File: src/htc_pkg.sv
// Package for the homing and trigger control block
package htc_pkg;

  localparam int unsigned CLK_HZ    = 50_000_000;
  localparam int unsigned TICK_US   = 1000;
  localparam int unsigned TICK_CYC  = CLK_HZ / 1_000_000 * TICK_US;

  // Register byte offsets
  localparam logic [7:0] OFF_CTRL   = 8'h00;
  localparam logic [7:0] OFF_FBADDR = 8'h04;
  localparam logic [7:0] OFF_TRIG   = 8'h08;
  localparam logic [7:0] OFF_WARN   = 8'h0C;
  localparam logic [7:0] OFF_HOFS   = 8'h10;
  localparam logic [7:0] OFF_PLIM   = 8'h14;
  localparam logic [7:0] OFF_NLIM   = 8'h18;
  localparam logic [7:0] OFF_SPEED  = 8'h1C;
  localparam logic [7:0] OFF_STAT   = 8'h20;
  localparam logic [7:0] OFF_CAPT   = 8'h24;
  localparam logic [7:0] OFF_POS    = 8'h28;
  localparam logic [7:0] OFF_CMD    = 8'h2C;
  localparam logic [7:0] OFF_JOGOFS = 8'h30;
  localparam logic [7:0] OFF_FSEL   = 8'h34;

  // Feedback address word fields
  localparam int unsigned FB_SWCAP  = 16;
  localparam int unsigned FB_TORQUE = 17;

  // Trigger edge select fields
  localparam int unsigned TE_FLAG_FALL = 0;
  localparam int unsigned TE_IDX_FALL  = 1;
  localparam int unsigned TE_USE_FLAG  = 2;
  localparam int unsigned TE_USE_IDX   = 3;

  // Control register fields
  localparam int unsigned CT_START  = 0;
  localparam int unsigned CT_JOG    = 1;
  localparam int unsigned CT_ABORT  = 2;
  localparam int unsigned CT_PROG   = 3;

  // Status register fields
  localparam int unsigned ST_HOME   = 0;
  localparam int unsigned ST_SRCH   = 1;
  localparam int unsigned ST_DVZ    = 2;
  localparam int unsigned ST_WARN   = 3;
  localparam int unsigned ST_BUSY   = 4;
  localparam int unsigned ST_TRIGMV = 5;
  localparam int unsigned ST_SLIMEN = 6;

  localparam logic [31:0] FBADDR_RST = 32'h0000_0720;
  localparam logic [31:0] FSEL_RST   = 32'h0000_C000;

  typedef enum logic [1:0] {HTC_FLAG_HOME, HTC_FLAG_PLIM, HTC_FLAG_NLIM,
                            HTC_FLAG_FAULT} htc_flag_t;

  typedef struct packed {
    logic home;
    logic plim;
    logic nlim;
    logic fault;
    logic index;
  } htc_inputs_t;

  typedef struct packed {
    logic home_complete;
    logic search_busy;
    logic vel_zero;
    logic warn_fe;
  } htc_status_t;

endpackage

File: src/htc_top.sv
// Homing search and trigger capture control for one motor axis
// Behaviour
// Edge select picks flag, index, or both
// Flag choice selects one of four flags
// Host disables protective input used as flag
// Feedback word bit17 selects torque triggering
// Bit16 selects software position capture
// Low sixteen bits hold feedback address
// Torque trigger is warning error status true
// Move relative to captured trigger position
// Warning already true fires trigger at once
// Home switch level qualifies index pulse
// New zero from capture plus home offset
// Soft limits off during search, on after
// Plan stop at new zero, end at home
// On-line start gives no completion flag
// Home complete clears at reset and start
// Search bit is inverse of home complete; here it is the search state, so both can be low, or both high in a jog
// Monitor waits for velocity zero too
// Program start holds until move ends
// Listed homings start and end together
// On-line uses addressed motor, buffered own
// Logic program names motor in each command
// Error after trigger keeps home position
// Speed sign sets direction, magnitude speed
// Capture freezes on first event per arm
// Warning compare runs every servo cycle
module htc_top
(
  input  wire logic        CLK_SYS,
  input  wire logic        RST_B,
  input  wire logic        PSEL,
  input  wire logic        PENABLE,
  input  wire logic        PWRITE,
  input  wire logic [7:0]  PADDR,
  input  wire logic [31:0] PWDATA,
  output logic      [31:0] PRDATA,
  output logic             PREADY,
  output logic             PSLVERR,
  input  wire logic        HOME_SWITCH_INPUT,
  input  wire logic        POSITIVE_LIMIT_INPUT,
  input  wire logic        NEGATIVE_LIMIT_INPUT,
  input  wire logic        AMPLIFIER_FAULT_INPUT,
  input  wire logic        INDEX_INPUT,
  input  wire logic [31:0] ENCODER_COUNT,
  input  wire logic [31:0] SOFTWARE_POSITION,
  input  wire logic        MOVE_ERROR,
  output logic      [31:0] COMMANDED_POSITION,
  output logic             HOME_COMPLETE,
  output logic             SEARCH_IN_PROGRESS,
  output logic             VELOCITY_ZERO,
  output logic             SOFT_LIMITS_ENABLED,
  output logic             PROGRAM_HOLD,
  output logic             LIMIT_PROTECT_OFF,
  output logic             FAULT_PROTECT_OFF
);

  typedef enum logic [1:0] {HTC_IDLE, HTC_SEARCH, HTC_STOP} htc_state_t;

  logic               rst_meta_reg;
  logic               rst_sync_reg;
  logic               rst_n;
  htc_state_t         state_reg;
  logic        [31:0] fbaddr_reg;
  logic        [3:0]  edge_sel_reg;
  logic        [1:0]  flag_choice_reg;
  logic        [31:0] fsel_reg;
  logic        [31:0] warn_thr_reg;
  logic        [31:0] home_ofs_reg;
  logic        [31:0] plim_reg;
  logic        [31:0] nlim_reg;
  logic        [31:0] speed_reg;
  logic        [31:0] jog_ofs_reg;
  logic        [31:0] capt_reg;
  logic        [31:0] zero_reg;
  logic        [31:0] target_reg;
  logic        [31:0] cmd_pos_reg;
  logic               jog_mode_reg;
  logic               home_reg;
  logic               armed_reg;
  logic               warn_reg;
  logic               trigmv_reg;
  logic               prog_reg;
  logic               slim_en_reg;
  logic               flag_prev_reg;
  logic               idx_prev_reg;
  logic        [15:0] tick_reg;
  logic               tick;
  logic               flag_lvl;
  logic               flag_evt;
  logic               idx_evt;
  logic               hw_evt;
  logic               trig;
  logic               apb_wr;
  logic               apb_rd;
  logic               start_cmd;
  logic        [31:0] fe;
  logic        [31:0] fe_abs;
  logic        [31:0] step;
  logic        [31:0] trig_pos;
  logic        [31:0] rd_next;
  logic               addr_ok;
  logic               abort_cmd;
  logic               search_next;

  function automatic logic edge_hit(input logic now, input logic prev,
                                    input logic fall);
    edge_hit = fall ? (prev & ~now) : (~prev & now);
  endfunction

  function automatic logic [31:0] abs32(input logic [31:0] v);
    abs32 = v[31] ? 32'(-v) : v;
  endfunction

  assign rst_n = rst_sync_reg;

  always_ff @(posedge CLK_SYS or negedge RST_B)
  begin
    if (!RST_B)
    begin
      rst_meta_reg <= 1'b0;
      rst_sync_reg <= 1'b0;
    end
    else
    begin
      rst_meta_reg <= 1'b1;
      rst_sync_reg <= rst_meta_reg;
    end
  end

  assign apb_wr    = PSEL & PENABLE & PWRITE & PREADY;
  assign apb_rd    = PSEL & ~PENABLE & ~PWRITE;
  assign start_cmd = apb_wr && PADDR == htc_pkg::OFF_CTRL &&
                     PWDATA[htc_pkg::CT_START];

  // Millisecond tick for the homing speed in counts per millisecond
  assign tick = (tick_reg == 16'(htc_pkg::TICK_CYC - 1));

  always_ff @(posedge CLK_SYS or negedge rst_n)
  begin
    if (!rst_n)
      tick_reg <= 16'h0000;
    else if (tick)
      tick_reg <= 16'h0000;
    else
      tick_reg <= tick_reg + 16'h0001;
  end

  // Chosen capture flag
  always_comb
  begin
    unique case (htc_pkg::htc_flag_t'(flag_choice_reg))
      htc_pkg::HTC_FLAG_HOME:  flag_lvl = HOME_SWITCH_INPUT;
      htc_pkg::HTC_FLAG_PLIM:  flag_lvl = POSITIVE_LIMIT_INPUT;
      htc_pkg::HTC_FLAG_NLIM:  flag_lvl = NEGATIVE_LIMIT_INPUT;
      htc_pkg::HTC_FLAG_FAULT: flag_lvl = AMPLIFIER_FAULT_INPUT;
    endcase
  end

  always_ff @(posedge CLK_SYS or negedge rst_n)
  begin
    if (!rst_n)
    begin
      flag_prev_reg <= 1'b0;
      idx_prev_reg  <= 1'b0;
    end
    else
    begin
      flag_prev_reg <= flag_lvl;
      idx_prev_reg  <= INDEX_INPUT;
    end
  end

  assign flag_evt = edge_hit(flag_lvl, flag_prev_reg,
                             edge_sel_reg[htc_pkg::TE_FLAG_FALL]);
  assign idx_evt  = edge_hit(INDEX_INPUT, idx_prev_reg,
                             edge_sel_reg[htc_pkg::TE_IDX_FALL]);

  // Dual mode: the selected index edge captures only while the flag is at its active level
  always_comb
  begin
    unique case (edge_sel_reg[htc_pkg::TE_USE_IDX:htc_pkg::TE_USE_FLAG])
      2'b01:   hw_evt = flag_evt;
      2'b10:   hw_evt = idx_evt;
      2'b11:   hw_evt = idx_evt & (flag_lvl ^
                        edge_sel_reg[htc_pkg::TE_FLAG_FALL]);
      default: hw_evt = 1'b0;
    endcase
  end

  // Following error checked each cycle against the sixteenth-count threshold
  assign fe     = cmd_pos_reg - (fbaddr_reg[htc_pkg::FB_SWCAP] ?
                  SOFTWARE_POSITION : ENCODER_COUNT);
  assign fe_abs = abs32(fe);

  always_ff @(posedge CLK_SYS or negedge rst_n)
  begin
    if (!rst_n)
      warn_reg <= 1'b0;
    else
      warn_reg <= (|fe_abs[31:28]) ||
                  {fe_abs[27:0], 4'h0} > warn_thr_reg;
  end

  // Torque mode fires on the warning level, so a move starting with it
  // set triggers on the first search cycle
  assign trig = armed_reg && state_reg == HTC_SEARCH &&
                (fbaddr_reg[htc_pkg::FB_TORQUE] ? warn_reg
                                                : hw_evt);

  assign trig_pos = fbaddr_reg[htc_pkg::FB_SWCAP] ? SOFTWARE_POSITION
                                                   : ENCODER_COUNT;
  assign step = speed_reg[31] ? 32'(-abs32(speed_reg)) : speed_reg;

  // Next-state view, so the limit flag moves with the search output
  assign abort_cmd   = MOVE_ERROR ||
                       (!start_cmd && apb_wr && PADDR == htc_pkg::OFF_CTRL &&
                        PWDATA[htc_pkg::CT_ABORT]);
  assign search_next = (state_reg == HTC_IDLE && start_cmd) ||
                       (state_reg == HTC_SEARCH && !abort_cmd && !trig);

  // Axis state machine
  always_ff @(posedge CLK_SYS or negedge rst_n)
  begin
    if (!rst_n)
    begin
      state_reg    <= HTC_IDLE;
      armed_reg    <= 1'b0;
      jog_mode_reg <= 1'b0;
      trigmv_reg   <= 1'b0;
      capt_reg     <= 32'h0000_0000;
      target_reg   <= 32'h0000_0000;
      cmd_pos_reg  <= 32'h0000_0000;
      zero_reg     <= 32'h0000_0000;
    end
    else
    begin
      unique case (state_reg)
        HTC_IDLE:
        begin
          if (start_cmd)
          begin
            state_reg    <= HTC_SEARCH;
            armed_reg    <= 1'b1;
            jog_mode_reg <= PWDATA[htc_pkg::CT_JOG];
            trigmv_reg   <= 1'b1;
          end
        end
        HTC_SEARCH:
        begin
          if (abort_cmd)
          begin
            state_reg <= HTC_IDLE;
            armed_reg <= 1'b0;
          end
          else if (trig)
          begin
            armed_reg <= 1'b0;
            capt_reg  <= trig_pos;
            if (jog_mode_reg)
              target_reg <= trig_pos + jog_ofs_reg;
            else
            begin
              // New zero: capture plus offset in sixteenth-counts
              zero_reg   <= trig_pos +
                            {{4{home_ofs_reg[31]}}, home_ofs_reg[31:4]};
              target_reg <= trig_pos +
                            {{4{home_ofs_reg[31]}}, home_ofs_reg[31:4]};
            end
            state_reg <= HTC_STOP;
          end
          else if (tick)
            cmd_pos_reg <= cmd_pos_reg + step;
        end
        HTC_STOP:
        begin
          // Error after trigger leaves zero untouched
          if (MOVE_ERROR)
            state_reg <= HTC_IDLE;
          else if (cmd_pos_reg == target_reg)
          begin
            state_reg  <= HTC_IDLE;
            trigmv_reg <= 1'b0;
          end
          else if (tick)
          begin
            // Step toward the target by the speed magnitude, reversing if needed
            if ($signed(target_reg - cmd_pos_reg) > $signed(abs32(step)))
              cmd_pos_reg <= cmd_pos_reg + abs32(step);
            else if ($signed(cmd_pos_reg - target_reg) >
                     $signed(abs32(step)))
              cmd_pos_reg <= cmd_pos_reg - abs32(step);
            else
              cmd_pos_reg <= target_reg;
          end
        end
        default:
          state_reg <= HTC_IDLE;
      endcase
    end
  end

  // Home complete: cleared at a non-jog start, set at a non-jog trigger before motion ends
  always_ff @(posedge CLK_SYS or negedge rst_n)
  begin
    if (!rst_n)
      home_reg <= 1'b0;
    else if (trig && !jog_mode_reg)
      home_reg <= 1'b1;
    else if (state_reg == HTC_IDLE && start_cmd && !PWDATA[htc_pkg::CT_JOG])
      home_reg <= 1'b0;
  end

  // Soft limits are on only with a non-zero limit and outside a search
  always_ff @(posedge CLK_SYS or negedge rst_n)
  begin
    if (!rst_n)
      slim_en_reg <= 1'b0;
    else
      slim_en_reg <= (plim_reg != 32'h0000_0000 || nlim_reg != 32'h0000_0000)
                     && !search_next;
  end

  // Program hold covers a move started with the program bit set, until it ends
  always_ff @(posedge CLK_SYS or negedge rst_n)
  begin
    if (!rst_n)
      prog_reg <= 1'b0;
    else if (state_reg == HTC_IDLE && start_cmd)
      prog_reg <= PWDATA[htc_pkg::CT_PROG];
    else if (state_reg == HTC_IDLE)
      prog_reg <= 1'b0;
  end

  // Registers written by software
  always_ff @(posedge CLK_SYS or negedge rst_n)
  begin
    if (!rst_n)
    begin
      fbaddr_reg      <= htc_pkg::FBADDR_RST;
      edge_sel_reg    <= 4'h0;
      flag_choice_reg <= 2'h0;
      fsel_reg        <= htc_pkg::FSEL_RST;
      warn_thr_reg    <= 32'h0000_0000;
      home_ofs_reg    <= 32'h0000_0000;
      plim_reg        <= 32'h0000_0000;
      nlim_reg        <= 32'h0000_0000;
      speed_reg       <= 32'h0000_0000;
      jog_ofs_reg     <= 32'h0000_0000;
    end
    else if (apb_wr)
    begin
      unique case (PADDR)
        htc_pkg::OFF_FBADDR: fbaddr_reg <= {14'h0000, PWDATA[17:0]};
        htc_pkg::OFF_TRIG:
        begin
          edge_sel_reg    <= PWDATA[3:0];
          flag_choice_reg <= PWDATA[9:8];
        end
        htc_pkg::OFF_FSEL:   fsel_reg     <= PWDATA;
        htc_pkg::OFF_WARN:   warn_thr_reg <= PWDATA;
        htc_pkg::OFF_HOFS:   home_ofs_reg <= PWDATA;
        htc_pkg::OFF_PLIM:   plim_reg     <= PWDATA;
        htc_pkg::OFF_NLIM:   nlim_reg     <= PWDATA;
        htc_pkg::OFF_SPEED:  speed_reg    <= PWDATA;
        htc_pkg::OFF_JOGOFS: jog_ofs_reg  <= PWDATA;
        default:             fbaddr_reg   <= fbaddr_reg;
      endcase
    end
  end

  always_comb
  begin
    addr_ok = 1'b1;
    unique case (PADDR)
      htc_pkg::OFF_CTRL:   rd_next = 32'h0000_0000;
      htc_pkg::OFF_FBADDR: rd_next = fbaddr_reg;
      htc_pkg::OFF_TRIG:   rd_next = {22'h0, flag_choice_reg, 4'h0,
                                      edge_sel_reg};
      htc_pkg::OFF_WARN:   rd_next = warn_thr_reg;
      htc_pkg::OFF_HOFS:   rd_next = home_ofs_reg;
      htc_pkg::OFF_PLIM:   rd_next = plim_reg;
      htc_pkg::OFF_NLIM:   rd_next = nlim_reg;
      htc_pkg::OFF_SPEED:  rd_next = speed_reg;
      htc_pkg::OFF_STAT:   rd_next = {25'h0, slim_en_reg, trigmv_reg,
                                      state_reg != HTC_IDLE, warn_reg,
                                      state_reg == HTC_IDLE,
                                      state_reg == HTC_SEARCH, home_reg};
      htc_pkg::OFF_CAPT:   rd_next = capt_reg;
      htc_pkg::OFF_POS:    rd_next = cmd_pos_reg - zero_reg;
      htc_pkg::OFF_CMD:    rd_next = cmd_pos_reg;
      htc_pkg::OFF_JOGOFS: rd_next = jog_ofs_reg;
      htc_pkg::OFF_FSEL:   rd_next = fsel_reg;
      default:
      begin
        rd_next = 32'h0000_0000;
        addr_ok = 1'b0;
      end
    endcase
  end

  // Answer one cycle after setup: read data is latched during setup
  always_ff @(posedge CLK_SYS or negedge rst_n)
  begin
    if (!rst_n)
    begin
      PRDATA  <= 32'h0000_0000;
      PREADY  <= 1'b0;
      PSLVERR <= 1'b0;
    end
    else
    begin
      PREADY  <= PSEL & ~PENABLE;
      PSLVERR <= PSEL & ~PENABLE & ~addr_ok;
      if (apb_rd)
        PRDATA <= rd_next;
    end
  end

  always_ff @(posedge CLK_SYS or negedge rst_n)
  begin
    if (!rst_n)
    begin
      COMMANDED_POSITION  <= 32'h0000_0000;
      HOME_COMPLETE       <= 1'b0;
      SEARCH_IN_PROGRESS  <= 1'b0;
      VELOCITY_ZERO       <= 1'b1;
      SOFT_LIMITS_ENABLED <= 1'b0;
      PROGRAM_HOLD        <= 1'b0;
      LIMIT_PROTECT_OFF   <= 1'b0;
      FAULT_PROTECT_OFF   <= 1'b0;
    end
    else
    begin
      COMMANDED_POSITION  <= cmd_pos_reg;
      HOME_COMPLETE       <= home_reg;
      SEARCH_IN_PROGRESS  <= state_reg == HTC_SEARCH;
      VELOCITY_ZERO       <= state_reg == HTC_IDLE;
      SOFT_LIMITS_ENABLED <= slim_en_reg;
      PROGRAM_HOLD        <= prog_reg;
      LIMIT_PROTECT_OFF   <= fsel_reg[17];
      FAULT_PROTECT_OFF   <= fsel_reg[18];
    end
  end

endmodule

File: config.mk
export PLATFORM = sky130hd
export DESIGN_NAME = htc_top
export DESIGN_NICKNAME = d
export VERILOG_FILES = /design/src/htc_pkg.sv /design/src/htc_top.sv
export SDC_FILE = /design/constraint.sdc
export NUM_CORES = 2
export LEC_CHECK = 0
export ABC_AREA = 1
export BUFFER_PORTS_ARGS = -buffer_cell sky130_fd_sc_hd__buf_4
export CORE_MARGIN = 4
export CORE_UTILIZATION = 55
export CTS_CLUSTER_SIZE = 20
export DETAILED_ROUTE_END_ITERATION = 10
export PLACE_DENSITY = 0.73
export SETUP_SLACK_MARGIN = 0.4
export SYNTH_ARGS = -nofsm -noshare
export SYNTH_HDL_FRONTEND = slang
export SYNTH_SLANG_ARGS = --single-unit
File: constraint.sdc
create_clock -name CLK_SYS -period 16.7 [get_ports CLK_SYS]
set_input_delay 0.835 -clock CLK_SYS [delete_from_list [all_inputs] [get_ports CLK_SYS]]
set_output_delay 0.835 -clock CLK_SYS [all_outputs]
set_load 0.01 [all_outputs]
Yosys cells after proc, flatten, opt, wreduce, memory -nomap -nowiden
Cells that the tools add are included.
Widths: inputs -> output; s select.
- add/subtract/negate cells: 14
- reduce and logical (&&, ||, !) cells: 52
- multiplexer cells: 40
- magnitude comparators: 3
- bitwise operators: 21
- equality and inequality tests: 33
- operators by type and width (operator ; number):
    $mux 32 ; 14
    $pmux 32 s13 ; 1
    $sub 32x32->32 ; 5
    $add 32x32->32 ; 4
    $neg 32->32 ; 4
    $gt 32x32->1 ; 3
    $pmux 32 s2 ; 1
    $reduce_bool 32->1 ; 2
    $eq 8x6->1 const B ; 6
    $eq 32x32->1 ; 1
    $eq 8x5->1 const B ; 4
    $reduce_and 2->1 ; 10
    $add 16x1->16 const B ; 1
    $eq 16x16->1 const B ; 1
    $eq 8x4->1 const B ; 2
    $mux 16 ; 1
    $ne 2x2->1 const B ; 8
    $reduce_or 14->1 ; 1
    $logic_and 1x1->1 ; 13
    $mux 1 ; 13
    $reduce_bool 2->1 ; 6
    $and 1x1->1 ; 11
    $eq 2x2->1 const B ; 5
    $mux 2 ; 5
    other kinds (17) ; 41
- output and inout bits: 73
- input port bits: 115
- logic and storage cells: 201
- flip-flop bits (word level): 478

Depth between registers and ports, before layout
- depth in word-level cells: 16
- mapped depth: 49
- depth with buffers taken out: 46

Least setup slack after synthesis
No wires, ideal clock.
- kind: register -> register
- start: register speed_reg[0]
- end: register cmd_pos_reg[28]
- required time: 16627 ps
- arrival: 6200 ps
- period minus slack after synthesis: 6273 ps
- library setup time: 73 ps
- path buffers: 3
- setup slack: 10427 ps
- stages on the path, launching flop included: 48
- cells stage by stage: dfrtp_1 > inv_2 > ha_1 > nand2_2 > nor2_4 > nand3_2 > nand2_2 > buf_6 > nand3_2 > nand2_1 > nand3_1 > nor2_2 > and2_1 > nand3_1 > nand2_1 > inv_2 > nor2_8 > buf_2 > [12 not listed] > a31oi_1 > o21ai_0 > a21oi_1 > o21bai_1 > nand3_1 > nand2_1 > nand3_1 > nand2_1 > nand3_1 > nand2_1 > nand2_1 > nand2_1 > nand2_1 > nand2_1 > nand4_1 > nand3_1 > nand2_1 > a21oi_2
- cells in the longest elaborated chain, start to end: 13
- elaborated cells between the ends (all ways): 20
- those cells by class: add/sub: 6; order compare: 2; mux: 12
- RTL lines (item ; line ; source):
    from (decl) ; htc_top.sv:72 ; logic [31:0] speed_reg;
    from (signal assigned) ; htc_top.sv:348 ; speed_reg <= 32'h0000_0000;
    from (signal assigned) ; htc_top.sv:365 ; htc_pkg::OFF_SPEED: speed_reg <= PWDATA;
    $neg 32->32 ; htc_top.sv:112 ; abs32 = v[31] ? 32'(-v) : v;
    $mux 32 ; htc_top.sv:112 ;
    $neg 32->32 ; htc_top.sv:213 ; assign step = speed_reg[31] ? 32'(-abs32(speed_reg)) : speed_reg;
    $mux 32 * ; htc_top.sv:213 ;
    $neg 32->32 ; htc_top.sv:112 ;
    $mux 32 ; htc_top.sv:112 ;
    $sub 32x32->32 / $gt 32x32->1 (equally long branches) ; htc_top.sv:292, htc_top.sv:290 ;
    $mux 32 ; htc_top.sv:290 ; else if ($signed(cmd_pos_reg - target_reg) >
    $mux 32 ; htc_top.sv:288 ; if ($signed(target_reg - cmd_pos_reg) > $signed(abs32(step)))
    $mux 32 ; htc_top.sv:285 ; else if (tick)
    $mux 32 ; htc_top.sv:280 ; else if (cmd_pos_reg == target_reg)
    $mux 32 ; htc_top.sv:278 ; if (MOVE_ERROR)
    $pmux 32 s2 * ; htc_top.sv:238 ; unique case (state_reg)
    to (signal assigned) ; htc_top.sv:289 ; cmd_pos_reg <= cmd_pos_reg + abs32(step);
    to (signal assigned) ; htc_top.sv:292 ; cmd_pos_reg <= cmd_pos_reg - abs32(step);
    to (signal assigned) ; htc_top.sv:294 ; cmd_pos_reg <= target_reg;
    to (decl) ; htc_top.sv:77 ; logic [31:0] cmd_pos_reg;
Every way passes the cells marked *; elsewhere a longest branch is shown, timed or not. The select of a mux whose other input is x is not followed.
A chain may end at the register's enable or synchronous reset.

Final worst setup path
- start: register speed_reg[31]
- end: register cmd_pos_reg[28]
- cells in the longest elaborated chain, start to end: 13
- elaborated cells between the ends (all ways): 20
- those cells by class: add/sub: 6; order compare: 2; mux: 12
- RTL lines (item ; line):
    $neg 32->32 ; htc_top.sv:112
    $mux 32 ; htc_top.sv:112
    $neg 32->32 ; htc_top.sv:213
    $mux 32 * ; htc_top.sv:213
    $neg 32->32 ; htc_top.sv:112
    $mux 32 ; htc_top.sv:112
    $gt 32x32->1 ; htc_top.sv:290
    $mux 32 ; htc_top.sv:290
    $mux 32 ; htc_top.sv:288
    $mux 32 ; htc_top.sv:285
    $mux 32 ; htc_top.sv:280
    $mux 32 ; htc_top.sv:278
    $pmux 32 s2 * ; htc_top.sv:238
Marked as above.

==> metrics.cfg <==
[timing]
relSlewSlack_pct = 22.1
clock_skew_ns = 0.0264
period_minus_slack_ns = 8.20
finalHoldViolCount = 0
slew_viol_final = 0
fin_crit_sh_pct = 49.1
rsz0062_at_grt = no
setup_violations = 0
fmax_ghz = 0.122
setup-tns-final_ns = 0
tightest_slew_ns = 1.17
holdWs_ns = 0.299

[worst_setup_path]
r2r_end = cmd_pos_reg[28]
cp_data_arrival_time_ns = 8.78
reg2reg_from = speed_reg[31]
crit_type = reg -> reg
crit_top_cell = nand2_1
regToRegSetupSlack_ns = 8.50
crit_fanout = 59
slowest_delay_ns = 0.86
critPathLaunchType = flip-flop
worstRegToRegCells = 41
slowest_stage = dfrtp_2
cp_data_required_time_ns = 17.28
crit_path_end_kind = flip-flop

[synth]
synthFlopType = dfrtp_1
async_flop_share_pct = 100
synth_nets = 6365
synth_area_leaders = dfrtp_1 29%, nand2_1 13%, ha_1 11%, o21ai_0 7.4%, inv_1 6.0%
seq_area_frac_synth_pct = 29.3
syn_avg_cell_area_sq_um = 6.93
syn_inst = 5896
synth_seq_cells = 478
syn_area_sq_mm = 0.0408
synth_cell_types = 65
synth_area_leader_cell = dfrtp_1
synth_warnings = 0
synth_edf_count = 0
synth_top_area_share_pct = 28.9

[cts]
clk_pin_slew_worst_paths_ns = 0.07
cts_root_buffer = clkbuf_16
cts_max_path_buffers = 3
htreeDepth = 2
cts_num_sinks = 478
cts_buffers = 56
cts_resized = 0
clk_latency_ns = 0.66
tritoncts = yes

[route]
antenna_left = 0
drt_iter0_markers = 4655
routed_wl_mm = 154
via_per_inst = 6.03
vias = 42305
drc = 0
routedWlPerCell_microns = 22.0
drtPass1Iterations = 8

[finish]
area_growth_pct = 10.2
drive_gt1_share_pct = 8.69
stdcell_count = 7012
seqCellArea_sq_mm = 0.0120
finish.net_count = 6473
fin_util_pct = 61.4
filler_cell_count = 6986
multi_input_area_sq_mm = 0.0254

[placement]
hpwl_mm = 122
placed_cells = 6904
port_buffers = 187
place_congestion = 1.02

[grt]
grt_pass1_vias = 39626
overflow = 0
antenna_found_initial = 2
track_usage_pct = 38.3
grt_max_degree = 77
grt_pass1_wl_mm = 233

[hold_path]
min-delay-path-class = in -> reg
hold_end = idx_prev_reg
hold_depth = 1
hold_start = INDEX_INPUT

[power_and_ir_drop]
power.total_mw = 2.70
switchingPower_mw = 0.738
ir_worst_vdd_mv = 0.0991
p_seq_share_pct = 43.3
pwr-share-comb_pct = 8.8
cellPowerDensity_mw_per_mm2 = 60.0
power_frac_clock_pct = 47.8
leakagePower_nw = 23.3
p_int_mw = 1.96
swShare_pct = 27.3

[die]
rows = 99
initial_utilization_pct = 55.7
fp.dieH_microns = 281
ioPinCount = 188
fp.dieW_microns = 281
core_area_sq_mm = 0.0733
die_area_sq_mm = 0.0787

[job]
cap_violations = 0

[outcome]
outcome = completed

## final cells by class
type | instances | share of cell area, %
Clock buffer | 71 | 3.42
Antenna cell | 3 | 0.0167
Inverter | 706 | 5.90
Clock inverter | 33 | 0.820
Multi-Input combinational cell | 4521 | 56.5
Timing Repair Buffer | 241 | 4.03
Sequential cell | 478 | 26.6
Tap cell | 959 | 2.67
## cell usage after synthesis, types with 53 or more instances
| master | n |
|---|---|
| o21ai_0 | 601 |
| ha_1 | 345 |
| a221oi_1 | 60 |
| xor2_1 | 218 |
| nand4_1 | 101 |
| clkbuf_1 | 149 |
| xnor2_1 | 53 |
| inv_1 | 654 |
| dfrtp_1 | 471 |
| nand3_1 | 288 |
| nor2_1 | 478 |
| nand2_1 | 1446 |
| a21oi_1 | 438 |
| or2_2 | 53 |
## how the worst max path moves through the flow
stage	start	end	slack [ns]	depth (start not counted)
final	speed_reg[31]	cmd_pos_reg[28]	8.50	41
after global routing	speed_reg[31]	cmd_pos_reg[28]	7.81	40
after CTS	speed_reg[31]	cmd_pos_reg[28]	8.66	39
after detailed placement	speed_reg[31]	cmd_pos_reg[28]	8.68	39
after global placement	speed_reg[31]	cmd_pos_reg[30]	8.80	37
after floorplan	rst_n	COMMANDED_POSITION[0]	2.40	0
## kinds of logic (layout without fill, tap and decap cells)
group | count (synthesis) | in the layout | synth area share (%)
AO/OA/AOI/OAI | 1347 | 1347 | 18.7
XOR/XNOR | 271 | 271 | 5.81
adder cells (fa/ha/maj) | 354 | 354 | 11.0
buffers and inverters | 897 | 1051 | 8.53
flip-flops | 478 | 478 | 29.3
other | 1 | 4 | 0.00918
AND/OR/NAND/NOR | 2548 | 2548 | 26.6
## cell usage in the layout, fill, tap and decap left out, types with 60 or more instances in the layout
cell,n
a21oi_1,438
a221oi_1,60
buf_4,240
dfrtp_1,469
ha_1,345
inv_1,654
nand2_1,1439
nand3_1,288
nand4_1,101
nor2_1,469
o21ai_0,601
xor2_1,218
## what timing repair did
item                                   4_1_cts  5_1_grt
buffers inserted                             0        0
endpoints found under the hold margin        2        0
hold buffers                                 1        0
## worst max-delay path, delay by kind of cell, from the launching register on
kind | cells | cell delay (ns)
flip-flops | 1 | 0.86
adder cells (fa/ha/maj) | 1 | 0.32
XOR/XNOR | 1 | 0.35
AND/OR/NAND/NOR | 26 | 3.48
AO/OA/AOI/OAI | 8 | 1.66
buffers and inverters | 5 | 1.41
## stage by stage
stage               worst slack, ns  area [sq um]
floorplan                      2.40         40800
global placement               8.80         43100
detailed placement             8.68         43100
CTS                            8.66         45000
global route                   7.81         45000
finish                         8.50         45000
## power by group through the flow
| stage | Combinational, mW | Sequential (mW) | Clock (mW) |
|---|---|---|---|
| after CTS | 0.235 | 1.17 | 1.30 |
| after global placement | 0.230 | 1.19 | 0 |
| after detailed placement | 0.233 | 1.19 | 0 |
| final | 0.239 | 1.17 | 1.29 |
| after floorplan | 0.134 | 1.20 | 0 |
| after global routing | 0.264 | 1.17 | 1.35 |
## routing by layer
metal  part of all wire (%)  track usage [%]  vias to the layer above
li1                       -                -                    19889
met1                     42             53.4                    19810
met2                     42             57.9                     2248
met3                     11             7.67                      358
met4                    5.0             16.5                        0
met5                      0                0                        -
No activity file was read; power rests on OpenSTA's default activity.
